==> config.mk <==
export PLATFORM = sky130hd
export DESIGN_NAME = cra_access
export DESIGN_NICKNAME = d
export VERILOG_FILES = /design/src/cra_pkg.sv /design/src/cra_access.sv
export VERILOG_INCLUDE_DIRS = /design/src
export SDC_FILE = /design/constraint.sdc
export NUM_CORES = 2
export LEC_CHECK = 0
export ABC_AREA = 1
export BUFFER_PORTS_ARGS = -buffer_cell sky130_fd_sc_hd__buf_2
export CAP_MARGIN = 10
export CELL_PAD_IN_SITES_DETAIL_PLACEMENT = 1
export CELL_PAD_IN_SITES_GLOBAL_PLACEMENT = 1
export CORE_MARGIN = 8
export CORE_UTILIZATION = 40
export DETAILED_ROUTE_END_ITERATION = 7
export PLACE_DENSITY = 0.72
export SLEW_MARGIN = 0
export SYNTH_ARGS = -nofsm -noshare
export SYNTH_HDL_FRONTEND = slang
export SYNTH_HIERARCHICAL = 1
export SYNTH_SLANG_ARGS = --single-unit
==> constraint.sdc <==
create_clock -name core_clk -period 4.4 [get_ports core_clk]
set_clock_uncertainty 0.1 [all_clocks]
set_input_delay 0.22 -clock core_clk [delete_from_list [all_inputs] [get_ports core_clk]]
set_output_delay 0.22 -clock core_clk [all_outputs]
set_load 0.005 [all_outputs]
==> src/cra_regs.svh <==
// Purpose: register offsets, field positions and timing counts for the call ram / config rom block
// Assumes: core clock of 4 ns
// Notes: definitions only
`ifndef CRA_REGS_SVH
`define CRA_REGS_SVH

// serial bus sub-addresses
`define CRA_OFS_WPTR 8'h06
`define CRA_OFS_EEPTR 8'h07
`define CRA_OFS_RPTR 8'h08
`define CRA_OFS_RAMDAT 8'h09
`define CRA_OFS_EEDAT 8'h0A
`define CRA_UNMAPPED_RD 8'hFF

// call ram geometry
`define CRA_RAM_DEPTH 96
`define CRA_RAM_LAST 7'h5F
`define CRA_PTR_ZERO 7'h00

// config rom geometry
`define CRA_ROM_BYTES 48
`define CRA_ROM_COLS 6
`define CRA_COL_LAST 3'h5
`define CRA_ROW_LAST 3'h7
`define CRA_COL_LO 0
`define CRA_COL_HI 2
`define CRA_ROW_LO 3
`define CRA_ROW_HI 5

// programming cycle: 7.5 ms longest, rounded down to cycles
`define CRA_PROG_TIME_NS 7500000
`define CRA_CLK_PERIOD_NS 4

// serial bus framing
`define CRA_BITS_PER_BYTE 4'h8
`define CRA_LAST_BIT 4'h7

// fifo in front of the ram
`define CRA_FIFO_DEPTH 32

`endif
==> src/cra_pkg.sv <==
// Purpose: types shared by the call ram / config rom block
// Assumes: cra_regs.svh supplies the numbers
// Notes: configuration struct mirrors rom bytes 0 and 1
package cra_pkg;

  // serial slave states, gray along address, sub-address and write paths and between RDAT and RACK; AACK to RDAT changes three bits
  typedef enum logic [3:0] {
    CRA_IDLE = 4'h0,
    CRA_ADDR = 4'h1,
    CRA_AACK = 4'h3,
    CRA_SUB = 4'h2,
    CRA_SACK = 4'h6,
    CRA_WDAT = 4'h7,
    CRA_WACK = 4'h5,
    CRA_RDAT = 4'h4,
    CRA_RACK = 4'hC
  } cra_state_e;

  // decoded configuration bytes 0 and 1
  typedef struct packed {
    logic alt_protocol;
    logic long_cycle;
    logic [3:0] batch_number;
    logic continuous_decode;
    logic invert_data;
    logic [1:0] rx_estab_sel;
    logic [1:0] osc_estab_sel;
    logic [1:0] bit_rate_sel;
    logic synth_enable;
    logic converter_enable;
  } cra_cfg_s;

  // one received call byte from the decoding path
  typedef struct packed {
    logic valid;
    logic [7:0] data;
  } cra_call_s;

endpackage

==> src/cra_access.sv <==
// Purpose: serial-bus access to the 96-byte call ram and the 48-byte config rom
// Assumes: scl/sda are open drain, sampled by core_clk through three flops
// Notes: rom writes are gathered into a row buffer and committed on the sixth byte
`timescale 1ns/100ps
`include "cra_regs.svh"

// simple synchronous fifo with valid/ready on both sides
module cra_fifo #(
  parameter int W = 8,
  parameter int D = 32
) (
  input wire logic core_clk,
  input wire logic rst_b,
  input wire logic in_valid,
  output logic in_ready,
  input wire logic [W-1:0] in_data,
  output logic out_valid,
  input wire logic out_ready,
  output logic [W-1:0] out_data
);
  localparam int AW = $clog2(D);
  logic [W-1:0] mem [D];
  logic [AW-1:0] wr_q;
  logic [AW-1:0] rd_q;
  logic [AW:0] cnt_q;
  logic push;
  logic pop;

  assign in_ready = (cnt_q != D[AW:0]);
  assign out_valid = (cnt_q != '0);
  assign out_data = mem[rd_q];
  assign push = in_valid && in_ready;
  assign pop = out_valid && out_ready;

  // storage, no reset needed on the data words
  always_ff @(posedge core_clk) begin
    if (push) begin
      mem[wr_q] <= in_data;
    end
  end

  // pointers and fill count
  always_ff @(posedge core_clk or negedge rst_b) begin
    if (!rst_b) begin
      wr_q <= '0;
      rd_q <= '0;
      cnt_q <= '0;
    end else begin
      if (push) begin
        wr_q <= wr_q + 1'b1;
      end
      if (pop) begin
        rd_q <= rd_q + 1'b1;
      end
      cnt_q <= cnt_q + {{AW{1'b0}}, push} - {{AW{1'b0}}, pop};
    end
  end
endmodule

module cra_access #(
  parameter logic [6:0] DEV_ADDR = 7'h20,
  parameter int PROG_CYCLES = `CRA_PROG_TIME_NS / `CRA_CLK_PERIOD_NS
) (
  input wire logic core_clk,
  input wire logic rst_b,
  input wire logic scl_in,
  output logic scl_out,
  output logic scl_oe,
  input wire logic sda_in,
  output logic sda_out,
  output logic sda_oe,
  input wire cra_pkg::cra_call_s call_in,
  output logic call_ready,
  input wire logic receiver_active_flag,
  input wire logic prog_enable,
  input wire logic status_read,
  output logic data_pending,
  output logic ptr_equal,
  output logic ram_irq,
  output logic prog_busy,
  output cra_pkg::cra_cfg_s special_function_config
);
  import cra_pkg::*;

  logic [2:0] scl_s_q;
  logic [2:0] sda_s_q;
  logic scl_f_q;
  logic sda_f_q;
  logic scl_d;
  logic sda_d;
  logic scl_rise;
  logic scl_fall;
  logic bus_start;
  logic bus_stop;
  cra_state_e state_q;
  logic [3:0] bit_q;
  logic [7:0] sh_q;
  logic [7:0] sub_q;
  logic rw_q;
  logic mack_q;
  logic rd_fx_q;
  logic wr_fx_q;
  logic stretch_q;
  logic [7:0] ram [`CRA_RAM_DEPTH];
  logic [7:0] rom [`CRA_ROM_BYTES];
  logic [7:0] rowbuf_q [`CRA_ROM_COLS];
  logic [6:0] wptr_q;
  logic [6:0] wptr_d;
  logic [6:0] rptr_q;
  logic [6:0] rptr_d;
  logic [2:0] col_q;
  logic [2:0] row_q;
  logic [5:0] rom_idx;
  logic [7:0] rd_val;
  logic pend_q;
  logic eq_q;
  logic [20:0] busy_q;
  logic fifo_valid;
  logic [7:0] fifo_data;
  logic ram_store;
  logic ram_read;
  logic rom_access;
  logic rom_write;
  logic commit;

  // open drain: we only ever pull low
  assign scl_out = 1'b0;
  assign sda_out = 1'b0;
  assign scl_oe = stretch_q;
  assign prog_busy = (busy_q != '0);

  // three-flop sampling; a level counts once the 2nd and 3rd flops agree
  always_ff @(posedge core_clk or negedge rst_b) begin
    if (!rst_b) begin
      scl_s_q <= 3'h7;
      sda_s_q <= 3'h7;
      scl_f_q <= 1'b1;
      sda_f_q <= 1'b1;
    end else begin
      scl_s_q <= {scl_s_q[1:0], scl_in};
      sda_s_q <= {sda_s_q[1:0], sda_in};
      scl_f_q <= scl_d;
      sda_f_q <= sda_d;
    end
  end

  assign scl_d = (scl_s_q[1] == scl_s_q[2]) ? scl_s_q[2] : scl_f_q;
  assign sda_d = (sda_s_q[1] == sda_s_q[2]) ? sda_s_q[2] : sda_f_q;
  assign scl_rise = scl_d && !scl_f_q;
  assign scl_fall = !scl_d && scl_f_q;
  // start/stop: sda moving while scl stays high
  assign bus_start = scl_f_q && scl_d && sda_f_q && !sda_d;
  assign bus_stop = scl_f_q && scl_d && !sda_f_q && sda_d;

  // read mux for the addressed register; unused top bits read zero
  assign rom_idx = 6'(row_q * `CRA_ROM_COLS) + {3'h0, col_q};
  always_comb begin
    unique case (sub_q)
      `CRA_OFS_WPTR: rd_val = {1'b0, wptr_q};
      `CRA_OFS_EEPTR: rd_val = {2'h0, row_q, col_q};
      `CRA_OFS_RPTR: rd_val = {1'b0, rptr_q};
      `CRA_OFS_RAMDAT: rd_val = ram[rptr_q];
      `CRA_OFS_EEDAT: rd_val = rom[rom_idx];
      default: rd_val = `CRA_UNMAPPED_RD;
    endcase
  end

  // serial slave: byte framing, acks, and one-cycle read/write effects
  always_ff @(posedge core_clk or negedge rst_b) begin
    if (!rst_b) begin
      state_q <= CRA_IDLE;
      bit_q <= '0;
      sh_q <= '0;
      sub_q <= '0;
      rw_q <= 1'b0;
      mack_q <= 1'b0;
      sda_oe <= 1'b0;
      rd_fx_q <= 1'b0;
      wr_fx_q <= 1'b0;
    end else begin
      rd_fx_q <= 1'b0;
      wr_fx_q <= 1'b0;
      if (bus_start) begin
        state_q <= CRA_ADDR;
        bit_q <= '0;
        sda_oe <= 1'b0;
      end else if (bus_stop) begin
        state_q <= CRA_IDLE;
        sda_oe <= 1'b0;
      end else if (scl_rise) begin
        if (state_q == CRA_RACK) begin
          mack_q <= !sda_f_q;
        end else if (state_q == CRA_ADDR || state_q == CRA_SUB || state_q == CRA_WDAT) begin
          sh_q <= {sh_q[6:0], sda_f_q};
          bit_q <= bit_q + 4'h1;
        end
      end else if (scl_fall) begin
        unique case (state_q)
          CRA_IDLE: begin
            sda_oe <= 1'b0;
          end
          CRA_ADDR: begin
            if (bit_q == `CRA_BITS_PER_BYTE) begin
              if (sh_q[7:1] == DEV_ADDR) begin
                state_q <= CRA_AACK;
                rw_q <= sh_q[0];
                sda_oe <= 1'b1;
              end else begin
                state_q <= CRA_IDLE;
              end
            end
          end
          CRA_AACK, CRA_RACK: begin
            bit_q <= '0;
            if (state_q == CRA_RACK && !mack_q) begin
              state_q <= CRA_IDLE;
              sda_oe <= 1'b0;
            end else if (rw_q) begin
              // fetch happens here, so a byte is consumed only when it goes out
              state_q <= CRA_RDAT;
              sh_q <= rd_val;
              sda_oe <= !rd_val[7];
              rd_fx_q <= 1'b1;
            end else begin
              state_q <= CRA_SUB;
              sda_oe <= 1'b0;
            end
          end
          CRA_SUB: begin
            if (bit_q == `CRA_BITS_PER_BYTE) begin
              state_q <= CRA_SACK;
              sub_q <= sh_q;
              sda_oe <= 1'b1;
            end
          end
          CRA_SACK, CRA_WACK: begin
            state_q <= CRA_WDAT;
            bit_q <= '0;
            sda_oe <= 1'b0;
          end
          CRA_WDAT: begin
            if (bit_q == `CRA_BITS_PER_BYTE) begin
              state_q <= CRA_WACK;
              sda_oe <= 1'b1;
              wr_fx_q <= 1'b1;
            end
          end
          CRA_RDAT: begin
            if (bit_q == `CRA_LAST_BIT) begin
              state_q <= CRA_RACK;
              sda_oe <= 1'b0;
            end else begin
              sh_q <= {sh_q[6:0], 1'b0};
              sda_oe <= !sh_q[6];
              bit_q <= bit_q + 4'h1;
            end
          end
          default: begin
            state_q <= CRA_IDLE;
            sda_oe <= 1'b0;
          end
        endcase
      end
    end
  end

  // clock stretch: a transfer begun during the programming pause waits
  always_ff @(posedge core_clk or negedge rst_b) begin
    if (!rst_b) begin
      stretch_q <= 1'b0;
    end else if (!prog_busy) begin
      stretch_q <= 1'b0;
    end else if (bus_start) begin
      stretch_q <= 1'b1;
    end
  end

  // decoder bytes queue here; the ram port stalls the drain during a host fetch
  cra_fifo #(
    .W(8),
    .D(`CRA_FIFO_DEPTH)
  ) u_fifo (
    .core_clk(core_clk),
    .rst_b(rst_b),
    .in_valid(call_in.valid),
    .in_ready(call_ready),
    .in_data(call_in.data),
    .out_valid(fifo_valid),
    .out_ready(!ram_read),
    .out_data(fifo_data)
  );

  assign ram_read = rd_fx_q && (sub_q == `CRA_OFS_RAMDAT);
  assign ram_store = fifo_valid && !ram_read;

  // next pointer values, wrapping at the last ram location
  always_comb begin
    wptr_d = wptr_q;
    rptr_d = rptr_q;
    if (ram_store) begin
      wptr_d = (wptr_q == `CRA_RAM_LAST) ? `CRA_PTR_ZERO : wptr_q + 7'h01;
    end
    if (wr_fx_q && sub_q == `CRA_OFS_RPTR) begin
      rptr_d = sh_q[6:0];
    end else if (ram_read) begin
      rptr_d = (rptr_q == `CRA_RAM_LAST) ? `CRA_PTR_ZERO : rptr_q + 7'h01;
    end
  end

  // call ram storage
  always_ff @(posedge core_clk) begin
    if (ram_store) begin
      ram[wptr_q] <= fifo_data;
    end
  end

  // ram pointers
  always_ff @(posedge core_clk or negedge rst_b) begin
    if (!rst_b) begin
      wptr_q <= `CRA_PTR_ZERO;
      rptr_q <= `CRA_PTR_ZERO;
    end else begin
      wptr_q <= wptr_d;
      rptr_q <= rptr_d;
    end
  end

  // pending and equal flags; an equality event wins over a status read
  always_ff @(posedge core_clk or negedge rst_b) begin
    if (!rst_b) begin
      pend_q <= 1'b0;
      eq_q <= 1'b0;
    end else begin
      // only a moving read pointer may clear it, so a full ram stays pending
      if (wptr_d != rptr_d) begin
        pend_q <= 1'b1;
      end else if (rptr_d != rptr_q) begin
        pend_q <= 1'b0;
      end
      if (wptr_d == rptr_d && wptr_q != rptr_q) begin
        eq_q <= 1'b1;
      end else if (status_read) begin
        eq_q <= 1'b0;
      end
    end
  end

  assign data_pending = pend_q;
  assign ptr_equal = eq_q;
  assign ram_irq = (pend_q && !receiver_active_flag) || eq_q;

  // rom data port decode
  assign rom_access = (rd_fx_q || wr_fx_q) && (sub_q == `CRA_OFS_EEDAT);
  assign rom_write = wr_fx_q && (sub_q == `CRA_OFS_EEDAT) && prog_enable && !prog_busy;
  assign commit = rom_write && (col_q == `CRA_COL_LAST);

  // rom address pointer: column and row counters in series
  always_ff @(posedge core_clk or negedge rst_b) begin
    if (!rst_b) begin
      col_q <= '0;
      row_q <= '0;
    end else if (wr_fx_q && sub_q == `CRA_OFS_EEPTR) begin
      row_q <= sh_q[`CRA_ROW_HI:`CRA_ROW_LO];
      col_q <= (sh_q[`CRA_COL_HI:`CRA_COL_LO] > `CRA_COL_LAST) ? 3'h0 :
               sh_q[`CRA_COL_HI:`CRA_COL_LO];
    end else if (rom_access) begin
      if (col_q == `CRA_COL_LAST) begin
        col_q <= 3'h0;
        row_q <= (row_q == `CRA_ROW_LAST) ? 3'h0 : row_q + 3'h1;
      end else begin
        col_q <= col_q + 3'h1;
      end
    end
  end

  // row buffer: bytes not sent before the sixth commit as zero
  always_ff @(posedge core_clk or negedge rst_b) begin
    if (!rst_b) begin
      for (int i = 0; i < `CRA_ROM_COLS; i++) begin
        rowbuf_q[i] <= 8'h00;
      end
    end else if (bus_stop || commit) begin
      for (int i = 0; i < `CRA_ROM_COLS; i++) begin
        rowbuf_q[i] <= 8'h00;
      end
    end else if (rom_write) begin
      rowbuf_q[col_q] <= sh_q;
    end
  end

  // rom array; cleared at reset since this model holds no charge
  always_ff @(posedge core_clk or negedge rst_b) begin
    if (!rst_b) begin
      for (int i = 0; i < `CRA_ROM_BYTES; i++) begin
        rom[i] <= 8'h00;
      end
    end else if (commit) begin
      for (int c = 0; c < `CRA_ROM_COLS - 1; c++) begin
        rom[6'(row_q * `CRA_ROM_COLS + c)] <= rowbuf_q[c];
      end
      rom[rom_idx] <= sh_q;
    end
  end

  // programming pause counter
  always_ff @(posedge core_clk or negedge rst_b) begin
    if (!rst_b) begin
      busy_q <= '0;
    end else if (commit) begin
      busy_q <= 21'(PROG_CYCLES);
    end else if (busy_q != '0) begin
      busy_q <= busy_q - 21'h1;
    end
  end

  // configuration decode; short cycles ignore the batch msb
  always_ff @(posedge core_clk or negedge rst_b) begin
    if (!rst_b) begin
      special_function_config <= '0;
    end else begin
      special_function_config.alt_protocol <= rom[0][0];
      special_function_config.long_cycle <= rom[0][1];
      special_function_config.batch_number <= {rom[0][5] & rom[0][1], rom[0][4:2]};
      special_function_config.continuous_decode <= rom[0][6];
      special_function_config.invert_data <= rom[0][7];
      special_function_config.rx_estab_sel <= rom[1][1:0];
      special_function_config.osc_estab_sel <= rom[1][3:2];
      special_function_config.bit_rate_sel <= rom[1][5:4];
      special_function_config.synth_enable <= rom[1][6];
      special_function_config.converter_enable <= rom[1][7];
    end
  end
endmodule

## After elaboration in Yosys (flattened, before gate mapping)

Memory sizes are Yosys's and may differ from the RTL's.
Index checks and enable logic that the tools add are counted.

- Memories: 2
- Register bits: 545
- Output and inout bits: 25
- Bits in writable memories: 1,024

- Add/subtract/negate cells: 15
- Bitwise operators: 11
- Equality and inequality tests: 45
- Multiplexer cells: 106
- Multiply operators: 1
- $lt $le $gt $ge: 15
- Reductions and logical operators: 68

Memory list:

| name | words | bits a word | read ports | clocked after memory_dff | wr ports | RTL line | RTL |
|---|---|---|---|---|---|---|---|
| ram | 96 | 8 | 1 | 0 | 1 | cra_access.sv:104 | `` logic [7:0] ram [`CRA_RAM_DEPTH]; `` |
| u_fifo.mem | 32 | 8 | 1 | 0 | 1 | cra_access.sv:22 | `logic [W-1:0] mem [D];` |

Operators by type and width:

| operator | count |
|---|---|
| $bwmux W384 | 6 |
| $demux W8 S6 | 6 |
| $mux W8 | 16 |
| $mux W48 | 2 |
| $mux W4 | 15 |
| $bmux W8 S6 | 1 |
| $bwmux W48 | 1 |
| $ge A7 B7 Y1 const B | 6 |
| $lt A7 B1 Y1 const B | 6 |
| $mux W21 | 2 |
| $not A6 Y7 | 6 |
| $pmux W8 S5 | 1 |
| $mux W1 | 35 |
| $mux W7 | 5 |
| $mux W3 | 10 |
| $pmux W4 S7 | 1 |
| $logic_and A1 B1 Y1 | 27 |
| $demux W8 S3 | 1 |
| $eq A8 B4 Y1 const B | 3 |
| $ne A7 B7 Y1 | 3 |
| $reduce_bool A21 Y1 | 1 |
| $sub A21 B1 Y21 const B | 1 |
| $eq A4 B3 Y1 const B | 5 |
| $eq A8 B3 Y1 const B | 2 |
| 52 further kinds | 99 |

## Longest topological paths before layout

- Word-level depth: 15
- Gate-level depth with buffers: 21
- Gate-level depth less buffers: 20

## Modules after synthesis

Netlist, hierarchy kept.

Modules (own cells, without submodules):

| module | times used | area an instance (µm²) | cells an instance |
|---|---|---|---|
| cra_access | 1 | 65,574.1 | 7,710 |
| cra_fifo | 1 | 11,817.6 | 1,123 |

## Worst setup path before layout

Ideal clock, no wire load.

- Path type: register -> register
- Start point: register row_q[0]
- End point: register rom[61] (netlist bit)
- Slack: 800 ps
- Cell stages (with the launch flop): 19
- Buffers on the path: 2
- Data arrival time: 3,380 ps
- Cells stage by stage: dfrtp_1 ha_1 inv_1 fa_1 buf_4 inv_2 ha_1 nand2_1 xor2_2 inv_2 nor2_8 nand3_1 clkbuf_1 nand3_1 o21ai_0 o21ai_0 nand2_1 o21ai_0 inv_1

- Cells in the longest elaborated chain, start to end: 12
- Elaborated cells between the ends (all ways): 48
- Classes of those cells: add/sub: 5; mul: 1; order compare: 12; mux: 18; bitwise: 6; reduce/logical: 6

Ends and longest elaborated chain:

| item | RTL line | RTL |
|---|---|---|
| start: declaration | cra_access.sv:112 | `logic [2:0] row_q;` |
| start signal: assignment | cra_access.sv:363 | `` row_q <= sh_q[`CRA_ROW_HI:`CRA_ROW_LO]; `` |
| start signal: assignment | cra_access.sv:369 | `` row_q <= (row_q == `CRA_ROW_LAST) ? 3'h0 : row_q + 3'h1; `` |
| $mul A3 B2 Y5 (no source line) (*) | - |  |
| $add A6 B1 Y6 or $not A6 Y7 (tied branches) | cra_access.sv:399 | `` rom[6'(row_q * `CRA_ROM_COLS + c)] <= rowbuf_q[c]; `` |
| $not A6 Y7 (tied with other cells) | cra_access.sv:399 |  |
| $ge A7 B7 Y1 (tied with other cells) | cra_access.sv:399 |  |
| $logic_and A1 B1 Y1 or $mux W8 (tied branches) | cra_access.sv:399 |  |
| $mux W8 or $demux W8 S6 (tied branches) | cra_access.sv:399 |  |
| $demux W8 S6 or $bwmux W384 (tied branches) | cra_access.sv:399 |  |
| $bwmux W384 (4 in a row) | cra_access.sv:399 |  |
| $bwmux W384 (*) | cra_access.sv:401 | `rom[rom_idx] <= sh_q;` |
| end signal: indexed assignment | cra_access.sv:399 |  |
| end signal: indexed assignment | cra_access.sv:401 |  |
| end: declaration | cra_access.sv:105 | `` logic [7:0] rom [`CRA_ROM_BYTES]; `` |

Mark *: on every way between the ends. The rest lies on a longest branch, timed or not.
A chain may end at the register's enable or synchronous reset.

## Worst setup path in the final report

- Start point: register row_q[1]
- End point: register sh_q[1]

- Cells in the longest elaborated chain, start to end: 12

Ends and longest elaborated chain:

| item | RTL line | RTL |
|---|---|---|
| $mul A3 B2 Y5 (no source line) | - |  |
| $add A6 B3 Y6 | cra_access.sv:156 | `` assign rom_idx = 6'(row_q * `CRA_ROM_COLS) + {3'h0, col_q}; `` |
| $not A6 Y7 (not written as such) | cra_access.sv:163 | `` `CRA_OFS_EEDAT: rd_val = rom[rom_idx]; `` |
| $bmux W8 S6 | cra_access.sv:163 |  |
| $mux W8 (not written as such) (2 in a row) | cra_access.sv:163 |  |
| $pmux W8 S5 | cra_access.sv:158 | `unique case (sub_q)` |
| $mux W8 | cra_access.sv:218 | `end else if (rw_q) begin` |
| $mux W8 | cra_access.sv:215 | `if (state_q == CRA_RACK && !mack_q) begin` |
| $pmux W8 S2 | cra_access.sv:198 | `unique case (state_q)` |
| $mux W8 | cra_access.sv:197 | `end else if (scl_fall) begin` |
| $mux W8 | cra_access.sv:190 | `end else if (scl_rise) begin` |
| end signal: assignment | cra_access.sv:194 | `sh_q <= {sh_q[6:0], sda_f_q};` |
| end signal: assignment | cra_access.sv:221 | `sh_q <= rd_val;` |
| end signal: assignment | cra_access.sv:253 | `sh_q <= {sh_q[6:0], 1'b0};` |
| end: declaration | cra_access.sv:97 | `logic [7:0] sh_q;` |

No other way between the ends. The select of a mux whose other input is x is not followed.

==> flow_summary.toml <==
[run_status]
status = "complete, no violations"

[routing]
m1WireLength_mm = 131.1
drt_iter0_drc = 8549
via_per_inst = 6.039
postRouteAntennaNets = 0
dr.pass1.iters = 6
highest_layer = "met5"
wl_per_cell_um = 28.71
vias = 69930
routed_wirelength_mm = 332.5
wl_met2_mm = 147.6
wl_met3_mm = 31.73
drcViolationCount = 0

[power_and_ir_drop]
p_per_area_nw_per_um2 = 511.0
peakVddDrop_mv = 0.8280
leakagePower_nw = 35.73
fin_total_pwr_mw = 44.83

[worst_setup_path]
critPathTopFamily = "simple AND/OR/NAND/NOR gates"
worstPathRequired_ps = 5060
cp.buffers_inverters = 5
cp-end-kind = "register"
slowest_delay_ps = 490
cp_slowest_cell = "fa_1"
startpoint_type = "register"
critPathKind = "reg -> reg"
critical_path_arrival_ps = 5010
crit_chain = "inv_1 > ha_1 > inv_1 > fa_1 > buf_4 > nand3_2 > buf_12 > nor2_1 > nor3_1 > a31oi_1 > o21ai_0 > buf_4 > nand3_1 > nand3_1 > nand2_1 > nand2_1"
worstPathMaxFanout = 19

[logic_synthesis]
syn_area_sq_um = 77390
syn_area_per_cell_sq_um = 8.762
syn_inst = 8833
synth_seq_cells = 1561
ys.flop_type = "edfxtp_1"
synth_top_cell_by_area = "edfxtp_1"
async_reset_ff_share_pct = 34.40
synth_area_leaders = "edfxtp_1, dfrtp_1, nand2_1"
synth_edf_count = 1024
synth_cell_types = 59
ys_warn_count = 6
synthDominantCellAreaShare_pct = 39.73
ys_seq_area_share_pct = 57.11

[job]
max-cap-violations = 0

[timing]
hold_violations = 0
fin_crit_sh_pct = 98.88
setup_ws_ps = 49.47
finalSetupViolCount = 0
period_needed_ps = 4351
rsz0062_at_grt = "false"
final.setup.tns_ps = 0
slew_violations = 0
worst_slew_pin_slew_ps = 1417
max_slew_margin_pct = 5.461
fmax_ghz = 0.2299
whs_ps = 43.25

[place]
globalplace.congestion = 1.043
dp_cells = 11220
hpwl_mm = 214.9
dpl-instance-area_sq_um = 81660
portBuffers = 38
place_ws_ps = 234.1

[final_layout]
drive_gt1_share_pct = 9.584
nFillCells = 22080
stdcell_count = 11580
ff_latch_area_sq_um = 44230
multi_input_comb_area_sq_um = 28310
syn_to_final_growth_pct = 13.37
finalInstanceArea_sq_um = 87740
finish.utilization_pct = 45.61
nets = 8939

[clock_tree]
cts_buffer_depth = 3
cts_max_level = 4
numClockSinks = 1561
insertion_delay_ps = 860
root_buffer = "clkbuf_16"
cts_setup_buffers = 0
clk_pin_slew_ps = 60
cts_tree = "built"
cts_buffers = 176

[floorplan]
die_w_um = 455.9
die_h_um = 455.9
io_pins = 41
core_area_sq_um = 192400
rows = 161
die_area_sq_um = 207800
start_util_pct = 40.23

[global_routing]
grt_use_total_pct = 30.75
antenna_found_initial = 21
grt_max_degree = 152
grt_pass1_wl_mm = 482.0
grt_pass1_vias = 70000
overflow = 0

[min_path]
hp-class = "in -> async"
kinds of logic after synthesis:
family | after synthesis | synth area share [%]
buf+inv | 1285 | 6.447
other cells | 1 | 0.004845
fa+ha+maj | 37 | 0.6273
xor+xnor | 28 | 0.3266
compound gates | 1877 | 13.43
simple gates | 4044 | 22.06
flops | 1561 | 57.11
final cells by class:
type	instances	share of cell area, %
Antenna cell	19	0.05419
Clock buffer	231	5.426
Clock inverter	97	1.179
Inverter	763	3.294
Multi-Input combinational cell	5988	32.26
Sequential cell	1561	50.41
Tap cell	2526	3.602
Timing Repair Buffer	396	3.773
state kept, by name, indices dropped and copies added (netlist names), 3 cells and up:
| name | cells |
|---|---|
| ram | 768 |
| scl_s_q | 3 |
| u_fifo/rd_q | 5 |
| u_fifo/cnt_q | 6 |
| rom | 384 |
| u_fifo/wr_q | 5 |
| state_q | 4 |
| wptr_q | 7 |
| rptr_q | 7 |
| sub_q | 8 |
| busy_q | 21 |
| sh_q | 8 |
| rowbuf_q | 40 |
| sda_s_q | 3 |
| u_fifo/mem | 256 |
| row_q | 3 |
| col_q | 3 |
| bit_q | 4 |
| special_function_config | 16 |
cells in the mapped netlist (all sizes together) (2+ instances only):
cell	instances
a311oi	3
xor2	20
clkbuf	354
nand3b	9
nor4	7
a22oi	3
o2111ai	6
o31ai	7
dfstp	8
o211ai	195
o21bai	2
o22ai	122
nand4	41
nor3	72
clkinv	28
or2	16
nand2	2268
buf	168
a31oi	42
a21oi	320
dfrtp	529
inv	735
o221ai	39
nor2	726
o21ai	1103
nand3	902
a211oi	25
o21a	2
ha	34
edfxtp	1024
xnor2	8
o22a	5
fa	3
routing by layer:
layer | track usage (%) | vias up
li1 | - | 30210
met4 | 16.91 | 10
met1 | 39.91 | 35010
met3 | 7.032 | 1076
met5 | 0 | -
met2 | 47.74 | 3631
tightest hold or removal path: stages:
cell and delay, ps:
dlygate4sd3_1 560, buf_8 230, buf_16 320
layout by cell type, fill, tap and decap left out, types with 176 or more instances in the layout:
| master | count |
|---|---|
| a21oi_1 | 320 |
| buf_4 | 312 |
| clkbuf_16 | 176 |
| dfrtp_1 | 513 |
| edfxtp_1 | 1024 |
| inv_1 | 646 |
| nand2_1 | 2249 |
| nand3_1 | 881 |
| nor2_1 | 672 |
| o211ai_1 | 195 |
| o21ai_0 | 1018 |
final timing paths:
| kind | slack (ps) | depth (start not counted) | end | from |
|---|---|---|---|---|
| worst max-delay path | 50 | 16 | sh_q[1] | row_q[1] |
| worst min-delay path | 40 | 3 | rom[304] | rst_b |
| worst max register to register | 50 | 16 | sh_q[1] | row_q[1] |
| worst min register to register | 260 | 0 | scl_s_q[1] | scl_s_q[0] |
| max in group asynchronous | 3420 | 3 | special_function_config[3] | rst_b |
| min in group core_clk | 120 | 6 | rowbuf_q[37] | prog_enable |
where the power goes:
| part | total (mW) | internal (mW) | switching [mW] | leakage (nW) |
|---|---|---|---|---|
| registers | 19.8 | 19.2 | 0.614 | 16.0 |
| clock network | 14.8 | 8.30 | 6.54 | 2.83 |
| logic | 10.2 | 1.89 | 8.29 | 16.9 |
| total | 44.8 | 29.4 | 15.4 | 35.7 |
what timing repair did:
| action | CTS | global route |
|---|---|---|
| hold buffers | 17 | 0 |
| endpoints found under the hold margin | 715 | 0 |
| resized for setup | 0 | 10 |
| setup endpoints to repair | 0 | 48 |
(Power assumes the default switching activity.)
